[src/shared/pbh_pkg.sv]
// Purpose: constants for the primary bus and bus release interface
// Assumes: one clock sys_clk at 200 MHz, asynchronous active-low reset
// Notes:   widths, vector address and pin encodings live here
// Operation
// - the address bus is 24 bits wide and data or instruction words are 32 bits.
// - read_not_write is high for a read cycle and low for a write cycle.
// - a low bus release request first lets an access in progress finish.
// - while released, address, data, strobe and direction float and no access starts.
// - the grant goes low once the outputs float and accesses are suspended.
// - the grant returns high when the request goes high or the disable bit is set.
// - reset low holds the block idle and release fetches from the reset vector.
// - float_all_shutdown places every pin in the high-impedance state.
// - irq_service_marker pulses only when the acknowledge instruction executes.
// - bus_phase_clock has twice the input clock period and floats in shutdown.
package pbh_pkg;
    localparam int          PBH_ADDR_W       = 24;
    localparam int          PBH_DATA_W       = 32;
    localparam logic [23:0] PBH_RESET_VECTOR = 24'h000000;
    localparam logic        PBH_DIR_READ     = 1'b1;
    localparam logic        PBH_DIR_WRITE    = 1'b0;
    localparam logic        PBH_ACTIVE_LOW   = 1'b0;
    localparam logic        PBH_INACTIVE     = 1'b1;
    typedef enum logic [1:0] {
        PBH_IDLE,
        PBH_ACCESS,
        PBH_RELEASED
    } pbh_state_e;
endpackage

[src/rtl/pbh_primary_bus.sv]
// Purpose: primary bus master with strobe, ready, bus release and shutdown
// Assumes: the core side requests accesses synchronously on sys_clk
// Notes:   pins are split into input, output and output enable
`timescale 1ns/1ps
`default_nettype none
module pbh_primary_bus (
    input  wire logic                        sys_clk,
    input  wire logic                        reset_n,
    input  wire logic                        req_valid,
    input  wire logic                        req_read,
    input  wire logic [pbh_pkg::PBH_ADDR_W-1:0] req_addr,
    input  wire logic [pbh_pkg::PBH_DATA_W-1:0] req_wdata,
    output logic                             req_done,
    output logic [pbh_pkg::PBH_DATA_W-1:0]   rsp_rdata,
    output logic [pbh_pkg::PBH_ADDR_W-1:0]   fetch_addr,
    input  wire logic                        ack_instr,
    input  wire logic                        release_disable_bit,
    input  wire logic                        target_ready,
    input  wire logic                        bus_release_request,
    input  wire logic                        float_all_shutdown_n,
    output logic [pbh_pkg::PBH_ADDR_W-1:0]   address_bus,
    output logic                             address_oe,
    input  wire logic [pbh_pkg::PBH_DATA_W-1:0] data_bus_in,
    output logic [pbh_pkg::PBH_DATA_W-1:0]   data_bus_out,
    output logic                             data_oe,
    output logic                             access_strobe,
    output logic                             read_not_write,
    output logic                             ctrl_oe,
    output logic                             bus_release_grant,
    output logic                             grant_oe,
    output logic                             irq_service_marker,
    output logic                             marker_oe,
    output logic                             bus_phase_clock,
    output logic                             phase_oe
);
    import pbh_pkg::*;

    // ----------------------------------------
    // pin synchronisers
    // ----------------------------------------
    logic [2:0]            sync1_reg;
    logic [2:0]            sync2_reg;
    logic [PBH_DATA_W-1:0] data_s1_reg;
    logic [PBH_DATA_W-1:0] data_s2_reg;
    logic                  rdy_s;
    logic                  hold_s;
    logic                  shz_s;

    // two flops on each pin input
    always_ff @(posedge sys_clk or negedge reset_n) begin
        if (!reset_n) begin
            sync1_reg   <= 3'h6;
            sync2_reg   <= 3'h6;
            data_s1_reg <= 32'h00000000;
            data_s2_reg <= 32'h00000000;
        end else begin
            sync1_reg   <= {float_all_shutdown_n, bus_release_request, target_ready};
            sync2_reg   <= sync1_reg;
            data_s1_reg <= data_bus_in;
            data_s2_reg <= data_s1_reg;
        end
    end
    assign rdy_s  = sync2_reg[0];
    assign hold_s = ~sync2_reg[1];
    assign shz_s  = ~sync2_reg[2];

    // ----------------------------------------
    // access and release state machine
    // ----------------------------------------
    pbh_state_e state_reg;
    logic       hold_want;
    logic       busy_reg;
    assign hold_want = hold_s && !release_disable_bit;

    // strobe held until ready, release only from idle
    always_ff @(posedge sys_clk or negedge reset_n) begin
        if (!reset_n) begin
            state_reg      <= PBH_IDLE;
            address_bus    <= PBH_RESET_VECTOR;
            data_bus_out   <= 32'h00000000;
            read_not_write <= PBH_DIR_READ;
            access_strobe  <= PBH_INACTIVE;
            req_done       <= 1'b0;
            rsp_rdata      <= 32'h00000000;
            busy_reg       <= 1'b0;
        end else begin
            req_done <= 1'b0;
            unique case (state_reg)
                PBH_IDLE: begin
                    if (hold_want) begin
                        state_reg <= PBH_RELEASED;
                    end else if (req_valid && !busy_reg) begin
                        state_reg      <= PBH_ACCESS;
                        address_bus    <= req_addr;
                        data_bus_out   <= req_wdata;
                        read_not_write <= req_read ? PBH_DIR_READ : PBH_DIR_WRITE;
                        access_strobe  <= PBH_ACTIVE_LOW;
                        busy_reg       <= 1'b1;
                    end else begin
                        busy_reg <= 1'b0;
                    end
                end
                PBH_ACCESS: begin
                    if (rdy_s) begin
                        state_reg     <= PBH_IDLE;
                        access_strobe <= PBH_INACTIVE;
                        req_done      <= 1'b1;
                        rsp_rdata     <= data_s2_reg;
                    end
                end
                PBH_RELEASED: begin
                    if (!hold_want) begin
                        state_reg <= PBH_IDLE;
                    end
                end
            endcase
        end
    end

    // ----------------------------------------
    // grant, enables, marker, phase clock
    // ----------------------------------------
    logic [PBH_ADDR_W-1:0] fetch_next;
    assign fetch_next = PBH_RESET_VECTOR;

    // grant low only while released
    always_ff @(posedge sys_clk or negedge reset_n) begin
        if (!reset_n) begin
            bus_release_grant <= PBH_INACTIVE;
            address_oe        <= 1'b0;
            data_oe           <= 1'b0;
            ctrl_oe           <= 1'b0;
            grant_oe          <= 1'b0;
            marker_oe         <= 1'b0;
            phase_oe          <= 1'b0;
            irq_service_marker <= PBH_INACTIVE;
            bus_phase_clock   <= 1'b0;
            fetch_addr        <= 24'h000000;
        end else begin
            bus_release_grant <= (state_reg == PBH_RELEASED && hold_want)
                                 ? PBH_ACTIVE_LOW : PBH_INACTIVE;
            address_oe <= !shz_s && state_reg != PBH_RELEASED;
            ctrl_oe    <= !shz_s && state_reg != PBH_RELEASED;
            // write data driven from the taking edge until ready ends it
            data_oe    <= !shz_s
                          && ((state_reg == PBH_IDLE && !hold_want && req_valid
                               && !busy_reg && !req_read)
                              || (state_reg == PBH_ACCESS && !rdy_s
                                  && read_not_write == PBH_DIR_WRITE));
            grant_oe   <= !shz_s;
            marker_oe  <= !shz_s;
            phase_oe   <= !shz_s;
            irq_service_marker <= ack_instr ? PBH_ACTIVE_LOW : PBH_INACTIVE;
            bus_phase_clock    <= ~bus_phase_clock;
            fetch_addr         <= fetch_next;
        end
    end
endmodule
`default_nettype wire

[config.mk]
export PLATFORM = sky130hd
export DESIGN_NAME = pbh_primary_bus
export DESIGN_NICKNAME = d
export VERILOG_FILES = /design/src/shared/pbh_pkg.sv /design/src/rtl/pbh_primary_bus.sv
export SDC_FILE = /design/constraint.sdc
export NUM_CORES = 1
export LEC_CHECK = 0
export BUFFER_PORTS_ARGS = -buffer_cell sky130_fd_sc_hd__buf_2
export CORE_MARGIN = 2
export CORE_UTILIZATION = 40
export CTS_CLUSTER_SIZE = 25
export DETAILED_ROUTE_END_ITERATION = 10
export PLACE_DENSITY = 0.67
export SETUP_SLACK_MARGIN = 0.15
export SLEW_MARGIN = 20
export SYNTH_ARGS = -nofsm -noshare
export SYNTH_HDL_FRONTEND = slang
export SYNTH_SLANG_ARGS = --single-unit
export TNS_END_PERCENT = 100
[constraint.sdc]
create_clock -name sys_clk -period 3.6 [get_ports sys_clk]
set_input_delay 0.36 -clock sys_clk [delete_from_list [all_inputs] [get_ports sys_clk]]
set_output_delay 0.36 -clock sys_clk [all_outputs]
set_load 0.02 [all_outputs]
* Word-level counts from Yosys, hierarchy flattened
Cells that the tools add are included.
Word-level totals: word-level logic and storage cells 69, flip-flop bits (word level) 170, output and inout port bits 124, input port bits 97
Operators by class: reduce and logical (&&, ||, !) cells 24, muxes and demuxes 15, eq/ne operators 8, bitwise operators 4
Operators with widths (number):
- $logic_and A1 B1 Y1 | 11
- $ne A2 B2 Y1 const B | 5
- $mux W1 | 9
- $mux W2 | 4
- $pmux W2 S3 | 1
- $reduce_and A3 Y1 | 2
- $logic_not A1 Y1 | 5
- $not A1 Y1 | 4
- $reduce_and A2 Y1 | 2
- $reduce_and A4 Y1 | 1
- $ne A3 B3 Y1 const B | 1
- $eq A2 B1 Y1 const B | 1
- $eq A2 B2 Y1 const B | 1
- $logic_not A2 Y1 | 1
- $pmux W1 S2 | 1
- $reduce_bool A2 Y1 | 1
- $logic_or A1 B1 Y1 | 1

* Longest topological paths before layout
Gate-level depths: netlist of the first run.
depth after elaboration 9, mapped depth 7, mapped depth without buffers 5

* Worst setup path before layout of the first run
OpenSTA, ideal clock, no wires.
path kind reg2reg, start register state_reg[0], end register state_reg[0], library setup time 0.125 ns, slack 2.006 ns, cell stages (with the launch flop) 6, data arrival time 1.470 ns, data required time 3.475 ns, path buffers 0, clock period less this slack 1.594 ns, path through dfrtp_1 > inv_1 > ha_1 > or3b_2 > o211ai_2 > mux2_2
On the way: cells in the longest elaborated chain, start to end 3, elaborated cells between the ends (all ways) 8, classes of those cells eq/ne (5); mux (1); reduce/logical (2)
RTL lines:
- start: declaration | RTL line pbh_primary_bus.sv:70 | pbh_state_e state_reg;
- start signal: assignment | RTL line pbh_primary_bus.sv:78 | state_reg <= PBH_IDLE;
- start signal: assignment | RTL line pbh_primary_bus.sv:91 | state_reg <= PBH_RELEASED;
- start signal: assignment | RTL line pbh_primary_bus.sv:93 | state_reg <= PBH_ACCESS;
- $eq A2 B2 Y1 (tied with other cells) | RTL line pbh_primary_bus.sv:88 | unique case (state_reg)
- $ne A2 B2 Y1 (no line) or $ne A3 B3 Y1 (tied branches)
- $reduce_and A3 Y1 (no line)
Several ways; a longest one is shown, not always the timed one. A chain may end at the register's enable or synchronous reset.

* Worst setup path after layout of the first run
start register state_reg[0], end register data_bus_out[4] (netlist bit)
On the way: cells in the longest elaborated chain, start to end 2
RTL lines:
- $logic_not A2 Y1 | RTL line pbh_primary_bus.sv:88
- $reduce_and A3 Y1 (no line)
- end signal: assignment | RTL line pbh_primary_bus.sv:95 | data_bus_out <= req_wdata;
- end: declaration | RTL line pbh_primary_bus.sv:24 | output logic [pbh_pkg::PBH_DATA_W-1:0] data_bus_out,
Every way passes these cells.

==> flow_results.xml, run 1 <==
<?xml version="1.0" encoding="UTF-8"?>
<metrics>
  <group name="status">
    <metric name="status" unit="">finished, violations left</metric>
    <metric name="violations" unit="">hold timing</metric>
  </group>
  <group name="sta">
    <metric name="finalCriticalPeriod" unit="ns">2.15</metric>
    <metric name="max-slew-margin-rel" unit="">0.435</metric>
    <metric name="period_share" unit="">0.596</metric>
    <metric name="fmax" unit="MHz">466</metric>
    <metric name="finalHoldViolations" unit="">24</metric>
    <metric name="timing.final.setup_violations" unit="">0</metric>
    <metric name="worstMarginPinSlew" unit="ns">0.848</metric>
    <metric name="fin_worst_skew" unit="ns">0.0124</metric>
    <metric name="total_count_of_max_transition_violations_in_the_final_report" unit="">0</metric>
    <metric name="whs" unit="ns">-0.0272</metric>
    <metric name="grt_setup_unrepaired" unit="">no</metric>
    <metric name="timing.setup.tns" unit="ns">0</metric>
  </group>
  <group name="global_routing">
    <metric name="grt_antenna_before_repair" unit="">1</metric>
    <metric name="global_route.usage.total" unit="">0.135</metric>
    <metric name="maximum_number_of_pins_on_one_net_before_global_route_repair" unit="">88</metric>
    <metric name="global_route_wire_length_before_repair" unit="microns">16300</metric>
    <metric name="first_global_vias" unit="">3288</metric>
    <metric name="overflow" unit="">0</metric>
  </group>
  <group name="clock_tree">
    <metric name="cts.reportedPaths.clkPinSlew" unit="ns">0.06</metric>
    <metric name="cts.htree.levels" unit="">4</metric>
    <metric name="ctsResizeCount" unit="">0</metric>
    <metric name="numClockSinks" unit="">170</metric>
    <metric name="clk_path_buf_depth" unit="">2</metric>
    <metric name="tritoncts" unit="">yes</metric>
    <metric name="worst_skew_pair.late_latency" unit="ns">0.41</metric>
    <metric name="post_cts_hold_buffer_count" unit="">0</metric>
    <metric name="cts-buffers-inserted" unit="">17</metric>
    <metric name="cts_root_buf" unit="">clkbuf_16</metric>
    <metric name="post-cts-setup-buffer-count" unit="">0</metric>
  </group>
  <group name="worst_setup_path">
    <metric name="worst_r2r_startpoint" unit="">state_reg[0]</metric>
    <metric name="worst_setup_path_startpoint" unit="">state_reg[0]</metric>
    <metric name="r2r-end" unit="">data_bus_out[4]</metric>
    <metric name="cp_cell_instances" unit="">inv_1, ha_1, o21ai_4, nor2_4, buf_4, mux2_2</metric>
    <metric name="cp_top_family" unit="">buffers and inverters</metric>
    <metric name="critical_path_peak_fanout" unit="">56</metric>
    <metric name="critPathArrivalTime" unit="ns">2.44</metric>
    <metric name="critPathBufInv" unit="">2</metric>
    <metric name="crit_cells" unit="">6</metric>
    <metric name="critPathLaunchType" unit="">flop</metric>
    <metric name="stage_delay_of_the_slowest_cell_on_the_critical_path" unit="ns">0.63</metric>
    <metric name="critPathCaptureType" unit="">flop</metric>
    <metric name="critPathCapture" unit="">data_bus_out[4]</metric>
    <metric name="critPathSlowestCell" unit="">buf_4</metric>
    <metric name="setup.reg_to_reg.worst_slack" unit="ns">1.45</metric>
    <metric name="crit_required" unit="ns">3.89</metric>
    <metric name="critical_path_type" unit="">reg -&gt; reg</metric>
    <metric name="ff2ff_path_depth" unit="">6</metric>
  </group>
  <group name="yosys">
    <metric name="postSynthRegisterBits" unit="">170</metric>
    <metric name="yosysWarnings" unit="">0</metric>
    <metric name="postSynthCellCount" unit="">325</metric>
    <metric name="synth.cell_area" unit="sq um">5830</metric>
    <metric name="synth-seq-area-share" unit="">0.732</metric>
    <metric name="syn_area_per_cell" unit="sq um">17.9</metric>
    <metric name="synth_cell_type_count" unit="">24</metric>
  </group>
  <group name="layout">
    <metric name="share_of_post_route_cells_with_drive_strength_above_1" unit="">0.604</metric>
    <metric name="area_delta_synth_final" unit="%">27.0</metric>
    <metric name="layout.filler_cells" unit="">1191</metric>
    <metric name="final_stage_net_count" unit="">628</metric>
    <metric name="layout.cells.non_filler" unit="">726</metric>
  </group>
  <group name="die">
    <metric name="die_width" unit="microns">125</metric>
    <metric name="design.core.area" unit="sq um">14400</metric>
    <metric name="initial_core_util" unit="">0.405</metric>
    <metric name="die_area" unit="sq um">15500</metric>
    <metric name="ios" unit="">221</metric>
    <metric name="floorplan.rows" unit="">44</metric>
    <metric name="die_h" unit="microns">125</metric>
  </group>
  <group name="drt">
    <metric name="ant_nets" unit="">0</metric>
    <metric name="totalWireLength" unit="microns">10000</metric>
    <metric name="drt_iter0_markers" unit="">108</metric>
    <metric name="route.detailed.wl_per_inst" unit="microns">13.8</metric>
    <metric name="drc" unit="">0</metric>
    <metric name="first_pass_iters" unit="">4</metric>
    <metric name="via_count" unit="">3135</metric>
    <metric name="detailed_route_vias_per_instance" unit="">4.32</metric>
  </group>
  <group name="placed_design">
    <metric name="place.detailed.hpwl" unit="microns">6960</metric>
    <metric name="placed_cells" unit="">693</metric>
    <metric name="gp_congestion" unit="">0.748</metric>
    <metric name="port_buffers" unit="">196</metric>
  </group>
  <group name="power_and_ir_drop">
    <metric name="cellLeakagePower" unit="uW">0.00360</metric>
    <metric name="ratio_of_total_power_to_cell_area" unit="nW/um^2">901</metric>
    <metric name="ir_drop" unit="mV">0.467</metric>
  </group>
  <group name="min_path">
    <metric name="min_path_type" unit="">in -&gt; async</metric>
  </group>
  <group name="flow_run">
    <metric name="drv.max_cap_violation_count" unit="">0</metric>
  </group>
</metrics>
-- stage by stage --
step / total power, uW / area, sq um / setup slack (ns) / util
after floorplan: 4400 / 5910 / 2.01 / -
after global placement: 5090 / 6890 / 1.54 / 0.479
after detailed placement: 5160 / 6890 / 1.43 / 0.479
after CTS: 6780 / 7400 / 1.43 / 0.515
after global routing: 7040 / 7400 / 1.32 / 0.515
final: 6670 / 7400 / 1.45 / 0.515
-- cell families (layout without fill, tap and decap cells) --
logic type	Yosys count	in the layout	synth area share
flops	170	170	0.732
mux	91	91	0.188
buf+inv	41	234	0.0492
simple gates	13	13	0.0140
compound gates	6	6	0.00967
fa+ha+maj	3	3	0.00644
other cells	1	25	0.000644
-- where the power goes --
part	switching [uW]	total, uW	internal [uW]	leakage [uW]
clock network	681	1580	897	0.000241
registers	276	2780	2510	0.00199
logic	1280	2310	1030	0.00137
-- cell type report --
type / instances / area (sq um) / area share
clock buffers: 25 / 465 / 0.0629
clock inverters: 7 / 46.3 / 0.00626
inverters: 4 / 15.0 / 0.00203
diodes: 1 / 2.50 / 0.000338
flip-flops and latches: 170 / 4260 / 0.576
multi-input cells: 137 / 1360 / 0.184
repair buffers: 198 / 1010 / 0.137
well taps: 184 / 230 / 0.0311
-- per-layer routing --
| metal | part of all wire | wire [microns] | track usage | up-vias |
|---|---|---|---|---|
| met5 | 0 | 0 | 0 | - |
| met4 | 0.021 | 210 | 0.0615 | 0 |
| met3 | 0.086 | 860 | 0.0666 | 14 |
| met2 | 0.47 | 4730 | 0.205 | 131 |
| met1 | 0.42 | 4200 | 0.162 | 1539 |
| li1 | - | - | - | 1451 |
-- worst reg2reg max path: stages (launching register included) --
cell,delay (ns)
dfrtp_1,0.39
inv_1,0.09
ha_1,0.22
o21ai_4,0.10
nor2_4,0.13
buf_4,0.64
mux2_2,0.45
-- placed cells by master, fill, tap and decap left out, types with 4 or more instances in the layout --
cell type  instances
dfstp_2            8
conb_1            24
dfrtp_1          162
mux2_2            72
clkbuf_1           7
buf_2            195
mux2_4            19
inv_1              4
clkbuf_16         17
-- worst min path at each step --
stage | startpoint | to | slack [ns] | cells past startpoint
floorplan | reset_n | address_bus[0] | 0.06 | 0
global placement | data_s1_reg[15] | data_s2_reg[15] | 0.33 | 0
detailed placement | data_s1_reg[12] | data_s2_reg[12] | 0.33 | 0
CTS | reset_n | rsp_rdata[9] | 0.008 | 1
global route | bus_release_request | sync1_reg[1] | 0.008 | 1
finish | reset_n | data_s2_reg[7] | -0.03 | 1
-- cells in the mapped netlist --
cell	instances	area share
mux2_2	72	0.14
nor2_1	3	0.0019
o21ai_4	1	0.0028
mux2_4	19	0.049
buf_2	7	0.0060
buf_6	3	0.0058
dfstp_2	8	0.036
dfrtp_1	162	0.70
inv_1	4	0.0026
buf_4	27	0.035
nor2_4	1	0.0019
conb_1	1	0.00064
or3b_2	1	0.0015
nand2b_1	2	0.0021
and2_1	2	0.0021
o211ai_2	1	0.0021
a31oi_1	1	0.0011
nor3_1	1	0.00086
a21o_1	1	0.0013
ha_1	3	0.0064
o32ai_1	1	0.0015
o21ai_0	1	0.00086
nor2b_1	2	0.0021
nand3b_1	1	0.0013
Power figures use the tool's default switching activity.
==> run 2, diff against run 1 <==
--- a/config.mk
+++ b/config.mk
@@ -5,6 +5,7 @@
 export SDC_FILE = /design/constraint.sdc
 export NUM_CORES = 1
 export LEC_CHECK = 0
+export ABC_AREA = 1
 export BUFFER_PORTS_ARGS = -buffer_cell sky130_fd_sc_hd__buf_2
 export CORE_MARGIN = 2
 export CORE_UTILIZATION = 40
==> constraint.sdc (replaced) <==
create_clock -name sys_clk -period 2.21 [get_ports sys_clk]
set_input_delay 0.221 -clock sys_clk [delete_from_list [all_inputs] [get_ports sys_clk]]
set_output_delay 0.221 -clock sys_clk [all_outputs]
set_load 0.02 [all_outputs]
==> run 2 against run 1 <==
The run now ends clean. First-iteration DRC count increased by 120%. Cell area increased by 7.7%. Sequential share of layout area decreased by 4.1 points. Critical path depth increased by 2. Fmax increased by 26%. Critical endpoint is now state_reg[0]. Largest cell class unchanged. Power increased by 66%. Register-to-register slack got worse by 0.94 ns. Die area increased by 1.8%.
==> flow_results.xml, run 2 <==
<?xml version="1.0" encoding="UTF-8"?>
<metrics>
  <group name="sta">
    <metric name="grt_setup_unrepaired" unit="">no</metric>
    <metric name="timing.setup.tns" unit="ns">0</metric>
    <metric name="whs" unit="ns">0.0311</metric>
    <metric name="timing.final.setup_violations" unit="">0</metric>
    <metric name="fmax" unit="MHz">590</metric>
    <metric name="fin_worst_skew" unit="ns">0.00930</metric>
    <metric name="finalHoldViolations" unit="">0</metric>
    <metric name="finalCriticalPeriod" unit="ns">1.70</metric>
    <metric name="period_share" unit="">0.767</metric>
    <metric name="total_count_of_max_transition_violations_in_the_final_report" unit="">0</metric>
  </group>
  <group name="yosys">
    <metric name="yosysWarnings" unit="">0</metric>
    <metric name="syn_area_per_cell" unit="sq um">11.1</metric>
    <metric name="postSynthRegisterBits" unit="">170</metric>
    <metric name="synth_cell_type_count" unit="">20</metric>
    <metric name="ys_top_cells_by_count" unit="">nand2_1 (224), dfrtp_1 (162), nand3_1 (60), buf_4 (28)</metric>
    <metric name="largest_area_contributor_in_the_netlist" unit="">dfrtp_1</metric>
    <metric name="synth_most_common_cell" unit="">nand2_1</metric>
    <metric name="largest_cells_by_area_after_synthesis" unit="">dfrtp_1 (68%), nand2_1 (14%), nand3_1 (5.1%), buf_4 (3.5%), dfstp_2 (3.5%)</metric>
    <metric name="synth-edff-count" unit="">0</metric>
    <metric name="postSynthCellCount" unit="">536</metric>
    <metric name="postSynth.asyncResetShare" unit="">1.00</metric>
    <metric name="synthFlopType" unit="">dfrtp_1</metric>
    <metric name="top_cell_type_s_share_of_synthesized_area" unit="">0.683</metric>
    <metric name="synth-seq-area-share" unit="">0.719</metric>
    <metric name="synth.cell_area" unit="sq um">5930</metric>
  </group>
  <group name="global_routing">
    <metric name="overflow" unit="">0</metric>
    <metric name="global_route.usage.total" unit="">0.167</metric>
    <metric name="global_route_wire_length_before_repair" unit="microns">21000</metric>
    <metric name="grt_antenna_before_repair" unit="">0</metric>
    <metric name="first_global_vias" unit="">4249</metric>
    <metric name="maximum_number_of_pins_on_one_net_before_global_route_repair" unit="">69</metric>
  </group>
  <group name="power_and_ir_drop">
    <metric name="ratio_of_total_power_to_cell_area" unit="nW/um^2">1390</metric>
    <metric name="ir_drop" unit="mV">0.622</metric>
    <metric name="cellLeakagePower" unit="uW">0.00437</metric>
  </group>
  <group name="clock_tree">
    <metric name="post-cts-setup-buffer-count" unit="">0</metric>
    <metric name="cts-buffers-inserted" unit="">17</metric>
    <metric name="worst_skew_pair.late_latency" unit="ns">0.41</metric>
    <metric name="tritoncts" unit="">yes</metric>
    <metric name="cts.htree.levels" unit="">4</metric>
    <metric name="numClockSinks" unit="">170</metric>
    <metric name="cts.reportedPaths.clkPinSlew" unit="ns">0.07</metric>
    <metric name="clk_path_buf_depth" unit="">2</metric>
    <metric name="cts_root_buf" unit="">clkbuf_16</metric>
  </group>
  <group name="layout">
    <metric name="regArea" unit="sq um">4260</metric>
    <metric name="n_antenna_cell" unit="">0</metric>
    <metric name="final_cell_mix" unit="">nand2_1 (224), buf_2 (195), dfrtp_1 (162)</metric>
    <metric name="share_of_post_route_cells_with_drive_strength_above_1" unit="">0.321</metric>
    <metric name="final_stage_net_count" unit="">870</metric>
    <metric name="layout.cells.most_common" unit="">nand2_1</metric>
    <metric name="layout.filler_cells" unit="">1267</metric>
    <metric name="multiInputGateArea" unit="sq um">1360</metric>
    <metric name="area_delta_synth_final" unit="%">34.4</metric>
  </group>
  <group name="drt">
    <metric name="ant_nets" unit="">0</metric>
    <metric name="detailed_route_vias_per_instance" unit="">4.45</metric>
    <metric name="first_pass_iters" unit="">5</metric>
    <metric name="totalWireLength" unit="microns">12600</metric>
    <metric name="drc" unit="">0</metric>
    <metric name="drt_iter0_markers" unit="">239</metric>
    <metric name="route.detailed.wl_per_inst" unit="microns">13.1</metric>
    <metric name="via_count" unit="">4300</metric>
  </group>
  <group name="placed_design">
    <metric name="place.detailed.hpwl" unit="microns">8560</metric>
    <metric name="port_buffers" unit="">196</metric>
    <metric name="gp_congestion" unit="">0.778</metric>
  </group>
  <group name="die">
    <metric name="ios" unit="">221</metric>
    <metric name="floorplan.rows" unit="">44</metric>
    <metric name="initial_core_util" unit="">0.408</metric>
    <metric name="die_area" unit="sq um">15800</metric>
    <metric name="design.core.area" unit="sq um">14500</metric>
    <metric name="die_width" unit="microns">126</metric>
    <metric name="die_h" unit="microns">126</metric>
  </group>
  <group name="worst_setup_path">
    <metric name="stage_delay_of_the_slowest_cell_on_the_critical_path" unit="ns">0.41</metric>
    <metric name="critical_path_peak_fanout" unit="">59</metric>
    <metric name="crit_required" unit="ns">2.51</metric>
    <metric name="critPathBufInv" unit="">3</metric>
    <metric name="critPathArrivalTime" unit="ns">1.99</metric>
    <metric name="cp_cell_instances" unit="">inv_1, ha_1, inv_2, nor2_8, buf_6, nand2_1, nand3_1, nand2_1</metric>
    <metric name="cp_top_family" unit="">buffers and inverters</metric>
    <metric name="critPathSlowestCell" unit="">dfrtp_1</metric>
    <metric name="critical-path-top-cell-by-count" unit="">nand2_1</metric>
    <metric name="critical_path_type" unit="">reg -&gt; reg</metric>
    <metric name="critPathCaptureType" unit="">flop</metric>
    <metric name="critPathLaunchType" unit="">flop</metric>
  </group>
  <group name="flow_run">
    <metric name="drv.max_cap_violation_count" unit="">0</metric>
  </group>
  <group name="status">
    <metric name="status" unit="">finished, final reports clean</metric>
  </group>
  <group name="min_path">
    <metric name="min_path_type" unit="">in -&gt; reg</metric>
  </group>
</metrics>
## run 2: cell types whose count changed in the layout (fill, tap and decap cells not counted), sizes merged, moves of 3 or more
cell,before,now
nand2,0,225
nor2,4,7
clkinv,4,7
nand3,0,60
dlygate4sd3,0,37
buf,198,206
inv,4,18
mux2,91,0
clkbuf,25,18
## run 2: metal layers
| layer | vias to the layer above | wire length, microns | global-route usage |
|---|---|---|---|
| met5 | - | 0 | 0 |
| met4 | 0 | 76 | 0.0407 |
| met3 | 7 | 806 | 0.0612 |
| met2 | 158 | 6090 | 0.269 |
| met1 | 2049 | 5670 | 0.216 |
| li1 | 2086 | - | - |
## run 2: timing repair
item / CTS / global route
endpoints found under the hold margin: 76 / 0
setup endpoints to repair: 0 / 2
hold buffers: 37 / 0
resized for setup: 0 / 1
## run 2: path summary, 6_finish.rpt
kind	from	end	slack, ns	cells after the start
setup / recovery	state_reg[0]	state_reg[0]	0.51	8
hold / removal	req_addr[22]	address_bus[22]	0.03	3
setup reg to reg	state_reg[0]	state_reg[0]	0.51	8
hold reg to reg	data_s1_reg[30]	data_s2_reg[30]	0.34	0
max in group asynchronous	reset_n	irq_service_marker	1.16	3
min in group asynchronous	reset_n	data_s2_reg[18]	0.31	2
## run 2: cell families (layout without fill, tap and decap cells)
kind of cell / Yosys count / in the layout / share of synthesized area
other cells: 1 / 24 / 0.000632
fa+ha+maj: 3 / 3 / 0.00633
flops: 170 / 170 / 0.719
buf+inv: 65 / 289 / 0.0666
compound gates: 5 / 5 / 0.00464
simple gates: 292 / 292 / 0.203
## run 2: power breakdown
group / switching [uW] / leakage [uW] / total [uW] / internal, uW
clock network: 1230 / 0.000296 / 2950 / 1730
registers: 461 / 0.00205 / 4460 / 4000
logic: 2450 / 0.00203 / 3630 / 1180
## run 2: final cells by class
| cell class | instances | share of cell area |
|---|---|---|
| flip-flops and latches | 170 | 0.535 |
| repair buffers | 243 | 0.183 |
| multi-input cells | 324 | 0.171 |
| clock buffers | 18 | 0.0551 |
| well taps | 184 | 0.0289 |
| clock inverters | 14 | 0.0209 |
| inverters | 14 | 0.00659 |
## run 2: through the flow
step / area [sq um] / power [uW] / std cells / setup WS (ns) / utilization
2_1_floorplan: 6020 / 6870 / 559 / 0.869 / -
3_3_place_gp: 6990 / 8000 / 898 / 0.441 / 0.481
3_5_place_dp: 6990 / 8130 / 898 / 0.326 / 0.481
4_1_cts: 7970 / 11200 / 967 / 0.316 / 0.548
5_1_grt: 7970 / 11800 / 967 / 0.313 / 0.549
6_report: 7970 / 11000 / 967 / 0.514 / 0.549
## run 2: worst min-delay path: cells and delay by family
family,cells,cell delay (ns)
AND/OR/NAND/NOR,2,0.12
buffers and inverters,1,0.07
